--- config.mk ---
export PLATFORM = sky130hd
export DESIGN_NAME = bsw_top
export DESIGN_NICKNAME = d
export VERILOG_FILES = /design/src/bsw_pkg.sv /design/src/bsw_top.sv /design/src/bsw_sync.sv /design/src/bsw_timer.sv
export SDC_FILE = /design/constraint.sdc
export NUM_CORES = 1
export LEC_CHECK = 0
export ABC_AREA = 1
export BUFFER_PORTS_ARGS = -buffer_cell sky130_fd_sc_hd__buf_2
export CAP_MARGIN = 10
export CORE_MARGIN = 5
export CORE_UTILIZATION = 35
export CTS_BUF_LIST = sky130_fd_sc_hd__clkbuf_8
export DETAILED_ROUTE_END_ITERATION = 16
export GPL_TIMING_DRIVEN = 0
export HOLD_SLACK_MARGIN = 0.12
export PLACE_DENSITY = 0.6
export SYNTH_ARGS = -nofsm -noshare
export SYNTH_HDL_FRONTEND = slang
export SYNTH_SLANG_ARGS = --single-unit
--- constraint.sdc ---
create_clock -name clk -period 2.2 [get_ports clk]
set_input_delay 0.44 -clock clk [delete_from_list [all_inputs] [get_ports clk]]
set_output_delay 0.44 -clock clk [all_outputs]
set_load 0.01 [all_outputs]
--- src/bsw_pkg.sv ---
package bsw_pkg;

  ////////////////////////////////////////////////////////////////////////////
  // Register map, byte addresses on the APB.
  localparam int BSW_AW = 8;
  localparam logic [7:0] BSW_CTRL_OFS = 8'h00;
  localparam logic [7:0] BSW_STATUS_OFS = 8'h04;
  localparam logic [7:0] BSW_INT_STATUS_OFS = 8'h08;
  localparam logic [7:0] BSW_INT_MASK_OFS = 8'h0c;

  // Control register fields.
  localparam int BSW_CTRL_DIS_POS = 0;
  localparam int BSW_CTRL_DLY_POS = 1;
  localparam int BSW_CTRL_RSTEN_POS = 2;
  localparam int BSW_CTRL_REGRST_POS = 3;
  localparam int BSW_CTRL_MON_POS = 4;
  localparam logic [5:0] BSW_CTRL_RESET = 6'h04;
  localparam logic [1:0] BSW_MON_OFF = 2'h3;

  // Interrupt event bits.
  localparam int BSW_INT_W = 5;
  localparam int BSW_EV_PG = 0;
  localparam int BSW_EV_SHIP_EXIT = 1;
  localparam int BSW_EV_BTN_RST = 2;
  localparam int BSW_EV_DPM = 3;
  localparam int BSW_EV_SUPP = 4;
  localparam logic [4:0] BSW_INT_RESET = 5'h00;

  ////////////////////////////////////////////////////////////////////////////
  // Timing.
  localparam int unsigned BSW_CLK_HZ = 125000000;
  localparam int unsigned BSW_SHIP_DLY_MS = 10000;
  localparam int unsigned BSW_DEGLITCH_MS = 1;
  localparam int unsigned BSW_RST_HOLD_MS = 10000;
  localparam int unsigned BSW_RST_OFF_MS = 250;
  localparam int unsigned BSW_BLINK_HZ = 1;
  localparam int unsigned BSW_SHIP_DLY_CYC = BSW_SHIP_DLY_MS * (BSW_CLK_HZ / 1000);
  localparam int unsigned BSW_DEGLITCH_CYC = BSW_DEGLITCH_MS * (BSW_CLK_HZ / 1000);
  localparam int unsigned BSW_RST_HOLD_CYC = BSW_RST_HOLD_MS * (BSW_CLK_HZ / 1000);
  localparam int unsigned BSW_RST_OFF_CYC = BSW_RST_OFF_MS * (BSW_CLK_HZ / 1000);
  localparam int unsigned BSW_BLINK_HALF_CYC = BSW_CLK_HZ / (2 * BSW_BLINK_HZ);

  ////////////////////////////////////////////////////////////////////////////
  // Types.
  typedef enum logic [1:0] {
    BSW_ST_ON = 2'b00,
    BSW_ST_SHIP_WAIT = 2'b01,
    BSW_ST_SHIP = 2'b10,
    BSW_ST_RST_OFF = 2'b11
  } bsw_state_t;

  typedef struct packed {
    logic [1:0] charge_monitor_field;
    logic regrst;
    logic button_reset_enable_bit;
    logic shipping_delay_bit;
    logic battery_switch_disable_bit;
  } bsw_ctrl_t;

  typedef struct packed {
    logic [1:0] state;
    logic ship_mode;
    logic switch_on;
    logic supplement;
    logic power_good_flag;
    logic input_current_limit_flag;
    logic input_voltage_limit_flag;
    logic min_system_regulation_flag;
  } bsw_status_t;

  typedef struct packed {
    logic adapter_present;
    logic pg_above_uvlo;
    logic pg_above_bat;
    logic pg_below_ovp;
    logic pg_load_ok;
    logic pg_detect_done;
    logic sys_at_min;
    logic input_voltage_limit;
    logic input_current_limit;
    logic bat_above_min;
    logic sys_drop_180;
    logic sys_drop_45;
    logic bat_depleted;
    logic charging;
    logic charge_done;
    logic sleep_mode;
    logic charge_disabled;
    logic susp_ovp;
    logic susp_ts;
    logic susp_timer;
    logic susp_sysovp;
    logic boost_ts_fault;
  } bsw_sense_t;

endpackage : bsw_pkg

--- src/bsw_top.sv ---
`timescale 1ns/10ps
// Overview of operation
// - Flag minimum system voltage regulation
// - Flag which input limit is regulating
// - Reduce charge while an input limit acts
// - Enter supplement on system drop below battery
// - Leave supplement, switch off when depleted
// - Disable bit opens switch, optionally delayed
// - Adapter or cleared bit ends shipping
// - Register reset restores defaults, ends shipping
// - Deglitched button press ends shipping
// - Long button press power-cycles the switch
// - Reset enable bit zero inhibits button reset
// - Power good only when all source checks
// - Monitor field 11 disables indicator
// - Indicator low while charging
// - Indicator released when done, sleep, disabled
// - Indicator blinks during suspend faults
module bsw_top #(
  parameter int unsigned SHIP_DLY_CYC = bsw_pkg::BSW_SHIP_DLY_CYC,
  parameter int unsigned DEGLITCH_CYC = bsw_pkg::BSW_DEGLITCH_CYC,
  parameter int unsigned RST_HOLD_CYC = bsw_pkg::BSW_RST_HOLD_CYC,
  parameter int unsigned RST_OFF_CYC = bsw_pkg::BSW_RST_OFF_CYC,
  parameter int unsigned BLINK_HALF_CYC = bsw_pkg::BSW_BLINK_HALF_CYC
) (
  // Clock and reset.
  input wire logic clk,
  input wire logic reset_n,
  // APB slave.
  input wire logic psel,
  input wire logic penable,
  input wire logic pwrite,
  input wire logic [bsw_pkg::BSW_AW-1:0] paddr,
  input wire logic [31:0] pwdata,
  output logic [31:0] prdata,
  output logic pready,
  output logic pslverr,
  // Analog comparators and push button.
  input wire bsw_pkg::bsw_sense_t sense,
  input wire logic push_button_input,
  // Power stage controls.
  output logic battery_switch_on,
  output logic supplement_mode,
  output logic charge_reduce,
  // Indicators.
  output logic power_good_pin_n,
  output logic stat_out,
  output logic stat_oe_n,
  output logic irq
);
  import bsw_pkg::*;

  ////////////////////////////////////////////////////////////////////////////
  // Input synchronisation.
  bsw_sense_t sn;
  logic btn_low;
  logic [31:0] btn_cnt;
  logic [31:0] dly_cnt;
  logic [31:0] off_cnt;

  bsw_sync #(.W($bits(bsw_sense_t) + 1)) u_sync (
    .clk(clk),
    .reset_n(reset_n),
    // The button is inverted before the synchroniser, so its reset value reads as released.
    .din({sense, !push_button_input}),
    .dout({sn, btn_low})
  );

  ////////////////////////////////////////////////////////////////////////////
  // APB registers.
  bsw_ctrl_t ctrl;
  bsw_status_t status;
  bsw_state_t state;
  bsw_state_t next_state;
  logic [BSW_INT_W-1:0] int_st;
  logic [BSW_INT_W-1:0] int_mask;
  logic [BSW_INT_W-1:0] ev;
  logic [BSW_INT_W-1:0] next_int_st;
  logic setup;
  logic wr;
  logic wr_ctrl;
  logic reg_rst;
  logic ship_req;
  logic ship_exit_clr;
  logic btn_evt;
  logic btn_armed;
  logic btn_rst_go;
  logic next_pg;
  logic next_supp;
  logic blink;
  logic [31:0] blink_cnt;
  logic suspend;
  logic chg_active;

  assign setup = psel && !penable;
  assign wr = psel && penable && pready && pwrite;
  assign wr_ctrl = wr && (paddr == BSW_CTRL_OFS);
  assign reg_rst = wr_ctrl && pwdata[BSW_CTRL_REGRST_POS];
  assign ship_req = wr_ctrl && !reg_rst && pwdata[BSW_CTRL_DIS_POS] && !ctrl.battery_switch_disable_bit;

  // Answer one cycle after setup: zero wait states.
  always_ff @(posedge clk or negedge reset_n) begin
    if (!reset_n) begin
      pready <= 1'b0;
      prdata <= 32'h00000000;
      pslverr <= 1'b0;
    end else begin
      pready <= setup;
      if (setup) begin
        pslverr <= 1'b0;
        case (paddr)
          BSW_CTRL_OFS: prdata <= {26'h0000000, ctrl};
          BSW_STATUS_OFS: prdata <= {23'h000000, status};
          BSW_INT_STATUS_OFS: prdata <= {27'h0000000, int_st};
          BSW_INT_MASK_OFS: prdata <= {27'h0000000, int_mask};
          default: begin
            prdata <= 32'h00000000;
            pslverr <= 1'b1;
          end
        endcase
      end
    end
  end

  // Control bits; the register-reset bit itself is never stored.
  always_ff @(posedge clk or negedge reset_n) begin
    if (!reset_n) begin
      ctrl <= BSW_CTRL_RESET;
    end else if (reg_rst) begin
      ctrl <= BSW_CTRL_RESET;
    end else if (wr_ctrl) begin
      ctrl <= {pwdata[BSW_CTRL_MON_POS +: 2], 1'b0, pwdata[BSW_CTRL_RSTEN_POS:BSW_CTRL_DIS_POS]};
    end else if (ship_exit_clr) begin
      ctrl.battery_switch_disable_bit <= 1'b0;
    end
  end

  always_ff @(posedge clk or negedge reset_n) begin
    if (!reset_n) begin
      int_mask <= BSW_INT_RESET;
    end else if (reg_rst) begin
      int_mask <= BSW_INT_RESET;
    end else if (wr && paddr == BSW_INT_MASK_OFS) begin
      int_mask <= pwdata[BSW_INT_W-1:0];
    end
  end

  ////////////////////////////////////////////////////////////////////////////
  // Battery switch sequencer.
  // button low timer
  bsw_timer #(.W(32)) u_btn (
    .clk(clk),
    .reset_n(reset_n),
    .run(btn_low),
    .limit(32'(RST_HOLD_CYC)),
    .count(btn_cnt)
  );

  bsw_timer #(.W(32)) u_dly (
    .clk(clk),
    .reset_n(reset_n),
    .run(state == BSW_ST_SHIP_WAIT),
    .limit(32'(SHIP_DLY_CYC)),
    .count(dly_cnt)
  );

  bsw_timer #(.W(32)) u_off (
    .clk(clk),
    .reset_n(reset_n),
    .run(state == BSW_ST_RST_OFF),
    .limit(32'(RST_OFF_CYC)),
    .count(off_cnt)
  );

  assign btn_evt = btn_low && (btn_cnt == 32'(DEGLITCH_CYC));
  assign btn_rst_go = btn_low && btn_armed && (btn_cnt == 32'(RST_HOLD_CYC)) && !sn.adapter_present
                      && !ctrl.battery_switch_disable_bit && ctrl.button_reset_enable_bit;
  assign ship_exit_clr = ((state == BSW_ST_SHIP) && (sn.adapter_present || btn_evt))
                         || ((state == BSW_ST_SHIP_WAIT) && sn.adapter_present);

  // One power cycle per press: the button must be released to re-arm.
  always_ff @(posedge clk or negedge reset_n) begin
    if (!reset_n) begin
      btn_armed <= 1'b0;
    end else if (!btn_low) begin
      btn_armed <= 1'b1;
    end else if (btn_rst_go && state == BSW_ST_ON) begin
      btn_armed <= 1'b0;
    end
  end

  always_comb begin
    next_state = state;
    case (state)
      BSW_ST_ON: begin
        if (ship_req) begin
          next_state = pwdata[BSW_CTRL_DLY_POS] ? BSW_ST_SHIP_WAIT : BSW_ST_SHIP;
        end else if (btn_rst_go) begin
          next_state = BSW_ST_RST_OFF;
        end
      end
      BSW_ST_SHIP_WAIT: begin
        if (!ctrl.battery_switch_disable_bit || sn.adapter_present) begin
          next_state = BSW_ST_ON;
        end else if (dly_cnt == 32'(SHIP_DLY_CYC)) begin
          next_state = BSW_ST_SHIP;
        end
      end
      BSW_ST_SHIP: begin
        if (!ctrl.battery_switch_disable_bit || sn.adapter_present || btn_evt) begin
          next_state = BSW_ST_ON;
        end
      end
      BSW_ST_RST_OFF: begin
        if (off_cnt == 32'(RST_OFF_CYC)) begin
          next_state = BSW_ST_ON;
        end
      end
      default: next_state = BSW_ST_ON;
    endcase
  end

  always_ff @(posedge clk or negedge reset_n) begin
    if (!reset_n) begin
      state <= BSW_ST_ON;
    end else begin
      state <= next_state;
    end
  end

  always_comb begin
    next_supp = supplement_mode;
    if (sn.bat_depleted || !(next_state == BSW_ST_ON || next_state == BSW_ST_SHIP_WAIT)) begin
      next_supp = 1'b0;
    end else if (sn.bat_above_min ? sn.sys_drop_180 : sn.sys_drop_45) begin
      next_supp = 1'b1;
    end
  end

  always_ff @(posedge clk or negedge reset_n) begin
    if (!reset_n) begin
      supplement_mode <= 1'b0;
      battery_switch_on <= 1'b0;
      charge_reduce <= 1'b0;
    end else begin
      supplement_mode <= next_supp;
      battery_switch_on <= (next_state == BSW_ST_ON || next_state == BSW_ST_SHIP_WAIT) && !sn.bat_depleted;
      charge_reduce <= sn.input_voltage_limit || sn.input_current_limit;
    end
  end

  ////////////////////////////////////////////////////////////////////////////
  // Status, power good and interrupts.
  // all good-source checks
  assign next_pg = sn.pg_above_uvlo && sn.pg_above_bat && sn.pg_below_ovp && sn.pg_load_ok && sn.pg_detect_done;

  always_ff @(posedge clk or negedge reset_n) begin
    if (!reset_n) begin
      status <= '0;
      power_good_pin_n <= 1'b1;
    end else begin
      status.min_system_regulation_flag <= sn.sys_at_min;
      status.input_voltage_limit_flag <= sn.input_voltage_limit;
      status.input_current_limit_flag <= sn.input_current_limit;
      status.power_good_flag <= next_pg;
      status.supplement <= next_supp;
      status.switch_on <= (next_state == BSW_ST_ON || next_state == BSW_ST_SHIP_WAIT) && !sn.bat_depleted;
      status.ship_mode <= next_state == BSW_ST_SHIP;
      status.state <= next_state;
      power_good_pin_n <= !next_pg;
    end
  end

  always_comb begin
    ev = '0;
    ev[BSW_EV_PG] = next_pg && !status.power_good_flag;
    ev[BSW_EV_SHIP_EXIT] = (state == BSW_ST_SHIP || state == BSW_ST_SHIP_WAIT) && next_state == BSW_ST_ON;
    ev[BSW_EV_BTN_RST] = state == BSW_ST_ON && next_state == BSW_ST_RST_OFF;
    ev[BSW_EV_DPM] = (sn.input_voltage_limit && !status.input_voltage_limit_flag)
                     || (sn.input_current_limit && !status.input_current_limit_flag);
    ev[BSW_EV_SUPP] = next_supp && !supplement_mode;
    // A new event wins over a write-one-to-clear in the same cycle.
    next_int_st = int_st;
    if (reg_rst) begin
      next_int_st = BSW_INT_RESET;
    end else if (wr && paddr == BSW_INT_STATUS_OFS) begin
      next_int_st = int_st & ~pwdata[BSW_INT_W-1:0];
    end
    next_int_st = next_int_st | ev;
  end

  always_ff @(posedge clk or negedge reset_n) begin
    if (!reset_n) begin
      int_st <= BSW_INT_RESET;
      irq <= 1'b0;
    end else begin
      int_st <= next_int_st;
      irq <= |(next_int_st & int_mask);
    end
  end

  ////////////////////////////////////////////////////////////////////////////
  // Charge indicator.
  // half-period divider
  always_ff @(posedge clk or negedge reset_n) begin
    if (!reset_n) begin
      blink_cnt <= 32'h00000000;
      blink <= 1'b0;
    end else if (blink_cnt == 32'(BLINK_HALF_CYC - 1)) begin
      blink_cnt <= 32'h00000000;
      blink <= !blink;
    end else begin
      blink_cnt <= blink_cnt + 32'h00000001;
    end
  end

  assign suspend = sn.susp_ovp || sn.susp_ts || sn.susp_timer || sn.susp_sysovp || sn.boost_ts_fault;
  // Completion, sleep and disable all release the indicator even if charging is still reported.
  assign chg_active = sn.charging && !sn.charge_done && !sn.sleep_mode && !sn.charge_disabled;

  always_ff @(posedge clk or negedge reset_n) begin
    if (!reset_n) begin
      stat_out <= 1'b0;
      stat_oe_n <= 1'b1;
    end else begin
      stat_out <= 1'b0;
      if (ctrl.charge_monitor_field == BSW_MON_OFF) begin
        stat_oe_n <= 1'b1;
      end else if (suspend) begin
        stat_oe_n <= blink;
      end else if (chg_active) begin
        stat_oe_n <= 1'b0;
      end else begin
        stat_oe_n <= 1'b1;
      end
    end
  end
endmodule : bsw_top

--- src/bsw_sync.sv ---
`timescale 1ns/10ps
module bsw_sync #(
  parameter int W = 1
) (
  // Clock and reset.
  input wire logic clk,
  input wire logic reset_n,
  // Levels.
  input wire logic [W-1:0] din,
  output logic [W-1:0] dout
);
  import bsw_pkg::*;

  logic [W-1:0] meta;

  // Two-stage synchroniser; only the second stage reads the first.
  always_ff @(posedge clk or negedge reset_n) begin
    if (!reset_n) begin
      meta <= '0;
      dout <= '0;
    end else begin
      meta <= din;
      dout <= meta;
    end
  end

endmodule : bsw_sync

--- src/bsw_timer.sv ---
`timescale 1ns/10ps
module bsw_timer #(
  parameter int W = 32
) (
  // Clock and reset.
  input wire logic clk,
  input wire logic reset_n,
  // Control.
  input wire logic run,
  input wire logic [W-1:0] limit,
  // Elapsed cycles, saturating at the limit.
  output logic [W-1:0] count
);
  import bsw_pkg::*;

  always_ff @(posedge clk or negedge reset_n) begin
    if (!reset_n) begin
      count <= '0;
    end else if (!run) begin
      count <= '0;
    end else if (count != limit) begin
      count <= count + 1'b1;
    end
  end

endmodule : bsw_timer

==> results of run 1 <==
[final cells by class]
cell class              count  area [um^2]
flip-flops and latches    215         5384
multi-input cells         883         4612
inverters                 212        802.0
plain buffers              37        236.5
repair buffers             92        645.6
fillers                  3088        17730
well taps                 396        495.5
clock buffers              43        591.8
clock inverters            26        172.7
[worst min-delay path by stage]
stage	slack (ns)	depth (start not counted)	to
finish	0.16	3	int_mask[4]
floorplan	0.14	0	blink
CTS	0.13	3	int_mask[4]
detailed placement	0.33	0	status[0]
global placement	0.33	0	u_sync.dout[9]
global route	0.19	3	int_mask[4]
[metal layers]
| metal | up-vias | routed length [um] | global-route usage |
|---|---|---|---|
| li1 | 4641 | - | - |
| met1 | 4277 | 12160 | 0.2122 |
| met2 | 235 | 11030 | 0.2207 |
| met3 | 42 | 1534 | 0.03494 |
| met4 | 0 | 474 | 0.04065 |
| met5 | - | 0 | 0 |
[metrics by stage]
| stage | instances | utilization | setup slack (ns) | power (mW) |
|---|---|---|---|---|
| after CTS | 1899 | 0.4187 | 0.008240 | 8.188 |
| after global placement | 1801 | 0.3832 | -3.125 | 4.361 |
| final | 1904 | 0.4219 | 0.1248 | 8.036 |
| after global routing | 1904 | 0.4219 | -0.02517 | 8.429 |
| after detailed placement | 1802 | 0.3844 | -0.2454 | 4.373 |
| after floorplan | 1347 | - | 0.3298 | 4.206 |
[worst reg2reg max path, cell delays in order, from the launching register on]
cell and delay (ns):
sky130_fd_sc_hd__dfrtp_1 0.42, sky130_fd_sc_hd__nand2_1 0.14, sky130_fd_sc_hd__nor2_4 0.18, sky130_fd_sc_hd__nand3_1 0.09, sky130_fd_sc_hd__nor2_1 0.24, sky130_fd_sc_hd__nand2_1 0.16
sky130_fd_sc_hd__nand2_1 0.09, sky130_fd_sc_hd__nand3_1 0.06, sky130_fd_sc_hd__nand2_1 0.07, sky130_fd_sc_hd__nand2_1 0.09, sky130_fd_sc_hd__nand2_1 0.09, sky130_fd_sc_hd__nand2_1 0.08
sky130_fd_sc_hd__a21oi_1 0.13, sky130_fd_sc_hd__nand3_1 0.09
[cell usage after synthesis (14+ instances only)]
| cell type | n | area, um^2 |
|---|---|---|
| sky130_fd_sc_hd__a21oi_1 | 78 | 390.4 |
| sky130_fd_sc_hd__buf_4 | 24 | 180.2 |
| sky130_fd_sc_hd__dfrtp_1 | 212 | 5305 |
| sky130_fd_sc_hd__inv_1 | 205 | 769.5 |
| sky130_fd_sc_hd__nand2_1 | 219 | 822.0 |
| sky130_fd_sc_hd__nand3_1 | 60 | 300.3 |
| sky130_fd_sc_hd__nand4_1 | 35 | 219.0 |
| sky130_fd_sc_hd__nor2_1 | 156 | 585.6 |
| sky130_fd_sc_hd__nor3_1 | 65 | 325.3 |
| sky130_fd_sc_hd__nor4_1 | 25 | 156.4 |
| sky130_fd_sc_hd__o21a_1 | 14 | 105.1 |
| sky130_fd_sc_hd__o21ai_0 | 68 | 340.3 |
| sky130_fd_sc_hd__xor2_1 | 19 | 166.4 |
[timing repair]
action | in CTS | in global routing
setup endpoints to repair | 5 | 25
gates resized for setup | 2 | 21
hold buffers | 28 | 0
setup buffers | 0 | 5
endpoints found under the hold margin | 123 | 0
pin swaps | 0 | 5
[power breakdown]
part	leakage [nW]	switching (mW)	total (mW)	internal (mW)
Combinational	2.71	0.179	0.298	0.119
Clock	0.459	1.65	3.70	2.04
Sequential	2.79	0.0250	4.04	4.01
Total	5.96	1.86	8.04	6.18
[logic make-up (layout without fill, tap and decap cells)]
kind of cell | count (synthesis) | in the layout
other | 1 | 24
AND/OR/NAND/NOR | 625 | 625
adder cells (fa/ha/maj) | 11 | 11
multiplexers | 1 | 1
buffers and inverters | 249 | 410
flip-flops | 215 | 215
AO/OA/AOI/OAI | 200 | 200
XOR/XNOR | 22 | 22
[registers in the layout, summed over array words and instances, names as in the netlist]
name and cells:
blink_cnt 32, u_btn.count 32, u_dly.count 32, u_off.count 32, u_sync.dout 23, u_sync.meta 23
prdata 9, status 9, ctrl 5, int_mask 5, int_st 5, blink 1
btn_armed 1, charge_reduce 1, irq 1, power_good_pin_n 1, pready 1, pslverr 1
stat_oe_n 1
==> run_results.csv, run 1 <==
group,metric,value,unit
outcome,status,"completed",
synth,number_of_enable_type_register_cells_in_the_synthesized_netlist,0,
worst_setup_path,crit_required,2.64,ns
worst_setup_path,timing.critical_path.slowest_stage_cell,"sky130_fd_sc_hd__dlygate4sd3_1",
power_and_ir_drop,worst_ir_drop_vdd,0.5843,mV
clock_network,clockRootBuffer,"sky130_fd_sc_hd__clkbuf_8",
min_path,hold_class,"primary input to flop",
synth,synth-async-reset-ratio,1.000,
drt,routedWlPerCell,13.23,um
sta,hold_violations,0,
sta,fin_hold_ws,0.1647,ns
synth,netlist_area,0.01088,mm^2
synth,synthAdderAreaFrac,0.01265,
worst_setup_path,reg2regPathDepth,13,
floorplanning,core.rowCount,64,
clock_network,worst_setup_hold_path_clk_slew,0.06,ns
clock_network,cts_tree,"built",
layout,fin_area,0.01294,mm^2
place,globalplace.congestion,0.8646,
worst_setup_path,setup.worst_path.start,"penable",
worst_setup_path,critical_path_depth,15,
layout,final_layout_size_suffix_gt1_frac,0.1485,
power_and_ir_drop,static-leakage-power,5.964,nW
worst_setup_path,timing.reg2reg.setup_slack,0.17,ns
floorplanning,coreArea,0.03067,mm^2
worst_setup_path,cp_cell_sequence,"dlygate4sd3_1 -> buf_2 -> nand2_1 -> nor2_2 -> nand2_2 -> nor2_1 -> nand3_1 -> nand3_1 -> nand2_2 -> nand2_2 -> nor2_4 -> nand3_2 -> nand2_1 -> nand2_1 -> nand3_1",
run,cap_viol_max_count,0,
drt,route.detailed.drc,0,
power_and_ir_drop,power.density_cell_area,621.1,mW/mm^2
synth,synthSimpleGateAreaFrac,0.2750,
drt,num_vias,9195,
synth,synthCells,1324,
worst_setup_path,cp-end-kind,"flop",
layout,area.growth.synth_to_final,18.93,%
layout,nets,1559,
worst_setup_path,worstSetupPathType,"primary input to flop",
floorplanning,die_boundary_width,186.3,um
clock_network,cts_sinks,215,
synth,area_fraction_in_compound_gates_after_synthesis,0.1037,
global_routing,wire_length_of_the_first_global_routing_pass,43820,um
worst_setup_path,regToRegStartpoint,"u_dly.count[12]",
synth,ys_seq_elements,215,
sta,setup-violations-final,0,
synth,synth.yosys.seq_area_share,0.4948,
sta,fin_setup_tns,0,ns
sta,final_slew_viol_count,0,
sta,post-route-min-period,2.075,ns
place,dp.final_hpwl,18310,um
clock_network,h_tree_levels,2,
global_routing,grt_start_max_net_pins,119,
synth,synth_top_family_by_area,"simple AND/OR/NAND/NOR gates",
synth,ys_types,52,
drt,first_pass_iters,5,
global_routing,globalRouteOverflowTotal,0,
sta,fmax,481.9,MHz
worst_setup_path,crit-reg2reg-capture,"irq",
floorplanning,initial_utilization,0.3548,
synth,ys_dominant_reg_cell,"sky130_fd_sc_hd__dfrtp_1",
clock_network,clock_tree.buffer_depth,3,
global_routing,grt.total_usage,0.1467,
worst_setup_path,path_max_fanout,5,
worst_setup_path,timing.critical_path.from_type,"primary input",
floorplanning,floorplan.io_pins,109,
drt,route.antenna.remaining_nets,0,
synth,synth-warning-count,0,
sta,timing.final.crit_share,0.9433,
worst_setup_path,cp_num_buf_inv,2,
global_routing,antenna_found_initial,0,
worst_setup_path,critPathCapture,"irq",
place,placement.cell_area,0.01179,mm^2
floorplanning,die_area,0.03471,mm^2
layout,diodes,0,
drt,postRouteWirelength,25200,um
synth,synth.mux.area_fraction,0.001035,
floorplanning,die_y,186.3,um
synth,synth_area_per_cell,8.218,um^2
worst_setup_path,crit_arrival,2.51,ns
global_routing,via_count_of_the_first_global_routing_pass,8903,
drt,viasPerCell,4.829,
layout,most_used_cells_in_the_layout_excluding_fill_and_tap_cells,"218 x sky130_fd_sc_hd__inv_1, 218 x sky130_fd_sc_hd__nand2_1, 212 x sky130_fd_sc_hd__dfrtp_1",
place,io_buffers,58,
drt,drt-initial-drc-count,622,
sta,timing.max_slew.rel_slack,0.3352,
sta,worst_pin_slew,0.9843,ns
sta,rsz0062_at_grt,"true",
worst_setup_path,family_of_cells_with_the_greatest_summed_delay_on_the_critical_path,"simple AND/OR/NAND/NOR gates",
min_path,timing.hold.worst.start,"pwdata[4]",
worst_setup_path,crit_path_max_cell_delay,0.52,ns
clock_network,clk-insertion-delay-late,0.56,ns
sta,clock_skew,0.03392,ns
clock_network,cts-buffers-inserted,39,
synth,xor_xnor_fraction_of_synth_area,0.01771,
(Power assumes the default switching activity.)
==> inputs of run 2 (changes only) <==
Settings changed: REMOVE_ABC_BUFFERS set to 1.
==> run 2 against run 1 <==
Effect of this change: die area is the same; clock-buffer cell count grew 11; non-clock buffer count shrank 39; global-route usage shrank 0.16 points; maximum frequency grew 2.5%; critical path depth shrank 2; clock power grew 7.0%; flip-flop and latch count is the same; cell area shrank 1.0%; worst setup slack gained 0.050 ns; via count shrank 2.1%; combinational power shrank 10%.
==> run_results.csv, run 2 (synthesized netlist as in run 1, its figures left out) <==
group,metric,value,unit
drt,route.detailed.drc,0,
floorplanning,floorplan.io_pins,109,
sta,timing.final.crit_share,0.9207,
layout,most_used_cells_in_the_layout_excluding_fill_and_tap_cells,"215 x sky130_fd_sc_hd__nand2_1, 211 x sky130_fd_sc_hd__dfrtp_1, 207 x sky130_fd_sc_hd__inv_1",
global_routing,via_count_of_the_first_global_routing_pass,8845,
clock_network,cts_sinks,215,
sta,final_slew_viol_count,0,
worst_setup_path,reg2regPathDepth,13,
sta,hold_violations,0,
clock_network,cts-buffers-inserted,39,
global_routing,antenna_found_initial,2,
floorplanning,coreArea,0.03067,mm^2
power_and_ir_drop,power.density_cell_area,645.5,mW/mm^2
clock_network,clock_tree.buffer_depth,3,
layout,area.growth.synth_to_final,17.71,%
power_and_ir_drop,worst_ir_drop_vdd,0.4418,mV
sta,timing.max_slew.rel_slack,0.5775,
place,dp.final_hpwl,18420,um
sta,clock_skew,0.02271,ns
sta,fin_setup_tns,0,ns
place,placement.cell_area,0.01158,mm^2
clock_network,clk-insertion-delay-late,0.53,ns
run,cap_viol_max_count,0,
global_routing,grt.total_usage,0.1451,
worst_setup_path,path_max_fanout,4,
place,pre_cts_worst_setup_slack,-0.9538,ns
worst_setup_path,timing.critical_path.from_type,"flop",
floorplanning,core.rowCount,64,
place,globalplace.congestion,0.8762,
layout,diodes,0,
floorplanning,initial_utilization,0.3548,
sta,fin_hold_ws,0.1570,ns
power_and_ir_drop,total_power,8.268,mW
min_path,hold_class,"primary input to flop",
layout,fin_area,0.01281,mm^2
clock_network,clockRootBuffer,"sky130_fd_sc_hd__clkbuf_8",
global_routing,layer_with_the_highest_usage,"met2",
sta,setup-violations-final,0,
worst_setup_path,crit_required,2.61,ns
worst_setup_path,timing.reg2reg.setup_slack,0.17,ns
global_routing,wire_length_of_the_first_global_routing_pass,43040,um
worst_setup_path,crit_arrival,2.43,ns
layout,fin_util,0.4176,
sta,timing.final.ws_setup,0.1745,ns
floorplanning,die_y,186.3,um
drt,route.antenna.remaining_nets,0,
worst_setup_path,cp-end-kind,"flop",
floorplanning,die_area,0.03471,mm^2
drt,drt-initial-drc-count,621,
sta,rsz0062_at_grt,"true",
layout,final_layout_size_suffix_gt1_frac,0.1482,
sta,fmax,493.7,MHz
drt,postRouteWirelength,25660,um
sta,post-route-min-period,2.026,ns
min_path,min_path_cells,3,
drt,first_pass_iters,7,
place,placed_cells_incl_taps,1766,
global_routing,grt_start_max_net_pins,117,
global_routing,globalRouteMet1Util,0.1988,
global_routing,globalRouteOverflowTotal,0,
drt,routedWlPerCell,13.74,um
layout,nets,1520,
worst_setup_path,worstSetupPathType,"flop to flop",
sta,worst_pin_slew,0.6285,ns
place,io_buffers,58,
power_and_ir_drop,static-leakage-power,5.795,nW
layout,finalNonFillerCells,1867,
drt,viasPerCell,4.823,
layout,layout_commonest_cell,"sky130_fd_sc_hd__nand2_1",
clock_network,cts_tree,"built",
global_routing,globalRouteMet2Util,0.2336,
drt,num_vias,9004,
floorplanning,die_boundary_width,186.3,um
clock_network,h_tree_levels,2,
global_routing,groute.layer.met3.usage,0.03027,
outcome,status,"completed",
clock_network,worst_setup_hold_path_clk_slew,0.06,ns
[run 2: cell count changes in the layout (fill, tap and decap cells not counted), sizes merged]
cell         before  now
buf              91   65
inv             230  216
clkinv            6   12
dlygate4sd3      28   25
bufinv            2    1
clkbuf           53   54
[run 2: final cells by class]
cell class,instances,area [um^2]
Fill cell,3081,17860
Sequential cell,215,5388
Multi-Input combinational cell,883,4633
Inverter,212,802.0
Clock buffer,54,743.2
Timing Repair Buffer,90,643.1
Tap cell,396,495.5
Clock inverter,17,102.6
[run 2: timing repair]
action	CTS	global route
endpoints found under the hold margin	137	0
endpoints found under the setup margin	27	12
gates resized for setup	7	23
pin swaps	0	4
gates cloned	0	0
hold buffers	25	0
setup buffers	0	5
[run 2: report_power, final]
group | internal (mW) | leakage, nW | switching, mW
clock network | 2.30 | 0.473 | 1.66
registers | 4.01 | 2.79 | 0.0279
logic | 0.0950 | 2.53 | 0.172
total | 6.41 | 5.79 | 1.86
[run 2: final timing paths]
kind | to | start
setup reg to reg | blink_cnt[28] | blink_cnt[0]
setup / recovery | blink_cnt[28] | blink_cnt[0]
hold reg to reg | u_sync.dout[6] | u_sync.meta[6]
min in group asynchronous | u_dly.count[13] | reset_n
hold / removal | int_mask[4] | pwdata[4]
max in group asynchronous | stat_oe_n | reset_n
[run 2: routing by layer]
layer  up-vias  share of wire  wire length, um
met5         -         0.0010               26
met3        58          0.054             1397
li1       4542              -                -
met1      4194           0.46            11930
met4         4          0.023              600
met2       206           0.46            11710
[run 2: worst max-delay path, cell delays in order (launching register included)]
cell and delay, ns:
sky130_fd_sc_hd__dfrtp_1 0.39, sky130_fd_sc_hd__ha_1 0.19, sky130_fd_sc_hd__nand2_1 0.11, sky130_fd_sc_hd__nor2_4 0.15, sky130_fd_sc_hd__nand4_2 0.14, sky130_fd_sc_hd__nor4_2 0.17
sky130_fd_sc_hd__nand2_1 0.14, sky130_fd_sc_hd__inv_2 0.09, sky130_fd_sc_hd__nand2_2 0.07, sky130_fd_sc_hd__nor2_2 0.10, sky130_fd_sc_hd__nand2_1 0.08, sky130_fd_sc_hd__nor2_2 0.10
sky130_fd_sc_hd__xnor2_1 0.12, sky130_fd_sc_hd__inv_1 0.06
==> inputs of run 3 (changes only) <==
Clock period 2.2 ns to 2.3 ns, I/O delays scaled along.
==> run 3 against run 2 <==
Effect of this change: die area did not move; maximum frequency fell by 2.4%; utilization decreased by 0.22 points; clock skew hardly changed; sequential power fell by 4%; combinational power shrank 7%; via count did not move; wire length is 0.39% lower; flip-flop and latch count stayed put; total power decreased by 4.4%; first-iteration DRC count is 1.4% lower; critical path depth unchanged.
==> run_results.csv, run 3 (synthesized netlist as in run 1, its figures left out) <==
group,metric,value,unit
outcome,status,"completed",
worst_setup_path,cp_num_buf_inv,2,
global_routing,grt_start_max_net_pins,117,
sta,rsz0062_at_grt,"false",
floorplanning,coreArea,0.03067,mm^2
layout,diodes,0,
floorplanning,die_y,186.3,um
global_routing,grt.total_usage,0.1452,
power_and_ir_drop,p_sw_frac,0.2242,
drt,viasPerCell,4.828,
worst_setup_path,timing.reg2reg.setup_slack,0.23,ns
global_routing,globalRouteOverflowTotal,0,
clock_network,cts_tree,"built",
sta,fmax,482.1,MHz
power_and_ir_drop,power_frac_comb,0.031,
power_and_ir_drop,total_power,7.900,mW
floorplanning,die_area,0.03471,mm^2
clock_network,h_tree_levels,2,
worst_setup_path,family_of_cells_with_the_greatest_summed_delay_on_the_critical_path,"simple AND/OR/NAND/NOR gates",
sta,post-route-min-period,2.074,ns
power_and_ir_drop,power.clock.fraction,0.479,
drt,first_pass_iters,7,
drt,route.antenna.remaining_nets,0,
sta,hold_violations,0,
worst_setup_path,crit_arrival,2.48,ns
clock_network,worst_setup_hold_path_clk_slew,0.06,ns
clock_network,cts-buffers-inserted,39,
place,dp.final_hpwl,18420,um
power_and_ir_drop,power.density_cell_area,620.1,mW/mm^2
floorplanning,core.rowCount,64,
power_and_ir_drop,share_of_power_burned_in_registers,0.489,
worst_setup_path,setup.worst_path.start,"blink_cnt[0]",
layout,final_layout_size_suffix_gt1_frac,0.1416,
layout,area.growth.synth_to_final,17.10,%
drt,route.detailed.drc,0,
worst_setup_path,crit_required,2.71,ns
worst_setup_path,path_max_fanout,5,
layout,ff_latch_area,0.005388,mm^2
clock_network,clock_tree.buffer_depth,3,
place,globalplace.congestion,0.8762,
sta,timing.final.crit_share,0.9019,
drt,postRouteWirelength,25560,um
layout,area_of_combinational_cells_with_multiple_inputs,0.004584,mm^2
sta,timing.max_slew.rel_slack,0.5807,
layout,fin_area,0.01274,mm^2
worst_setup_path,timing.critical_path.from_type,"flop",
floorplanning,floorplan.io_pins,109,
min_path,hold_class,"primary input to flop",
global_routing,antenna_found_initial,2,
drt,num_vias,9004,
sta,worst_pin_slew,0.6238,ns
global_routing,wire_length_of_the_first_global_routing_pass,43040,um
drt,routedWlPerCell,13.71,um
sta,setup-violations-final,0,
clock_network,clockRootBuffer,"sky130_fd_sc_hd__clkbuf_8",
global_routing,via_count_of_the_first_global_routing_pass,8835,
power_and_ir_drop,net_switching_power,1.771,mW
min_path,timing.hold.worst.start,"pwdata[2]",
clock_network,clk-insertion-delay-late,0.53,ns
sta,final_slew_viol_count,0,
sta,clock_skew,0.02275,ns
power_and_ir_drop,static-leakage-power,5.764,nW
layout,num-fill-cells,3091,
floorplanning,die_boundary_width,186.3,um
worst_setup_path,cp-end-kind,"flop",
layout,nets,1518,
worst_setup_path,crit_path_max_cell_delay,0.39,ns
floorplanning,initial_utilization,0.3548,
place,placement.cell_area,0.01158,mm^2
run,cap_viol_max_count,0,
sta,fin_setup_tns,0,ns
layout,most_used_cells_in_the_layout_excluding_fill_and_tap_cells,"217 x sky130_fd_sc_hd__nand2_1, 211 x sky130_fd_sc_hd__dfrtp_1, 209 x sky130_fd_sc_hd__inv_1",
worst_setup_path,regToRegStartpoint,"blink_cnt[0]",
power_and_ir_drop,p_int,6.129,mW
layout,layout_commonest_cell,"sky130_fd_sc_hd__nand2_1",
place,placed_cells_incl_taps,1766,
drt,drt-initial-drc-count,612,
worst_setup_path,timing.critical_path.slowest_stage_cell,"sky130_fd_sc_hd__dfrtp_1",
power_and_ir_drop,worst_ir_drop_vdd,0.4226,mV
worst_setup_path,cp_cell_sequence,"ha_1 -> nand2_1 -> nor2_4 -> nand4_2 -> nor4_2 -> nand2_1 -> inv_2 -> nand2_2 -> nor2_2 -> nand2_1 -> nor2_2 -> xnor2_1 -> inv_1",
worst_setup_path,path_common_cell,"sky130_fd_sc_hd__nand2_1",
layout,finalNonFillerCells,1865,
clock_network,cts_sinks,215,
place,io_buffers,58,
worst_setup_path,worstSetupPathType,"flop to flop",
## run 3: cell count changes in the layout (fill, tap and decap cells not counted), moves of 2 or more
| cell | before | now |
|---|---|---|
| sky130_fd_sc_hd__nor2_1 | 149 | 152 |
| sky130_fd_sc_hd__nand2_1 | 215 | 217 |
| sky130_fd_sc_hd__inv_1 | 207 | 209 |
| sky130_fd_sc_hd__inv_2 | 9 | 7 |
| sky130_fd_sc_hd__nand2_2 | 17 | 15 |
| sky130_fd_sc_hd__nor2_4 | 10 | 8 |
## run 3: power by group through the flow
| stage | combinational [mW] | sequential [mW] | clock (mW) |
|---|---|---|---|
| 2_1_floorplan | 0.0655 | 3.93 | 0 |
| 3_3_place_gp | 0.209 | 3.93 | 0 |
| 3_5_place_dp | 0.224 | 3.93 | 0 |
| 4_1_cts | 0.256 | 3.86 | 3.92 |
| 5_1_grt | 0.288 | 3.87 | 4.08 |
| 6_report | 0.249 | 3.86 | 3.79 |
## run 3: repair_timing
item,in CTS,in global routing
buffers inserted,0,4
hold endpoints to repair,136,0
hold buffers,24,0
resized for setup,6,11
pin swaps,0,1
setup endpoints to repair,23,13
gates cloned,0,0
## run 3: through the flow
stage | setup WS, ns | utilization | hold slack (ns)
floorplan | 0.08979 | - | 0.1644
global placement | -3.041 | 0.3756 | 0.3317
detailed placement | -0.8538 | 0.3777 | 0.3347
CTS | 0.07679 | 0.4138 | 0.1345
global route | 0.007573 | 0.4154 | 0.1645
finish | 0.2257 | 0.4154 | 0.1735
## run 3: layout make-up
class / count / area share
sequential: 215 / 0.4229
multi-input combinational: 883 / 0.3598
clock inverter: 17 / 0.008053
timing repair buffer: 88 / 0.04910
inverter: 212 / 0.06295
clock buffer: 54 / 0.05833
tap: 396 / 0.03889
## run 3: path summary, 6_finish.rpt
kind	end	depth (start not counted)
setup / recovery	blink_cnt[28]	13
hold / removal	int_mask[2]	3
setup reg to reg	blink_cnt[28]	13
hold reg to reg	u_sync.dout[0]	0
max in group asynchronous	stat_oe_n	4
min in group asynchronous	u_dly.count[13]	3
## run 3: routing by layer
metal | global-route usage | vias up | wire length [um]
met3 | 0.03027 | 56 | 1323
met2 | 0.2340 | 182 | 11660
met5 | 0 | - | 26
li1 | - | 4542 | -
met4 | 0.04178 | 4 | 593
met1 | 0.1987 | 4220 | 11960
## run 3: worst reg2reg max path, cell delays in order, from the launching register on
cell and delay (ns):
sky130_fd_sc_hd__dfrtp_1 0.39, sky130_fd_sc_hd__ha_1 0.19, sky130_fd_sc_hd__nand2_1 0.11, sky130_fd_sc_hd__nor2_4 0.19, sky130_fd_sc_hd__nand4_2 0.15, sky130_fd_sc_hd__nor4_2 0.17, sky130_fd_sc_hd__nand2_1 0.14, sky130_fd_sc_hd__inv_2 0.09
sky130_fd_sc_hd__nand2_2 0.07, sky130_fd_sc_hd__nor2_2 0.10, sky130_fd_sc_hd__nand2_1 0.08, sky130_fd_sc_hd__nor2_2 0.10, sky130_fd_sc_hd__xnor2_1 0.12, sky130_fd_sc_hd__inv_1 0.06
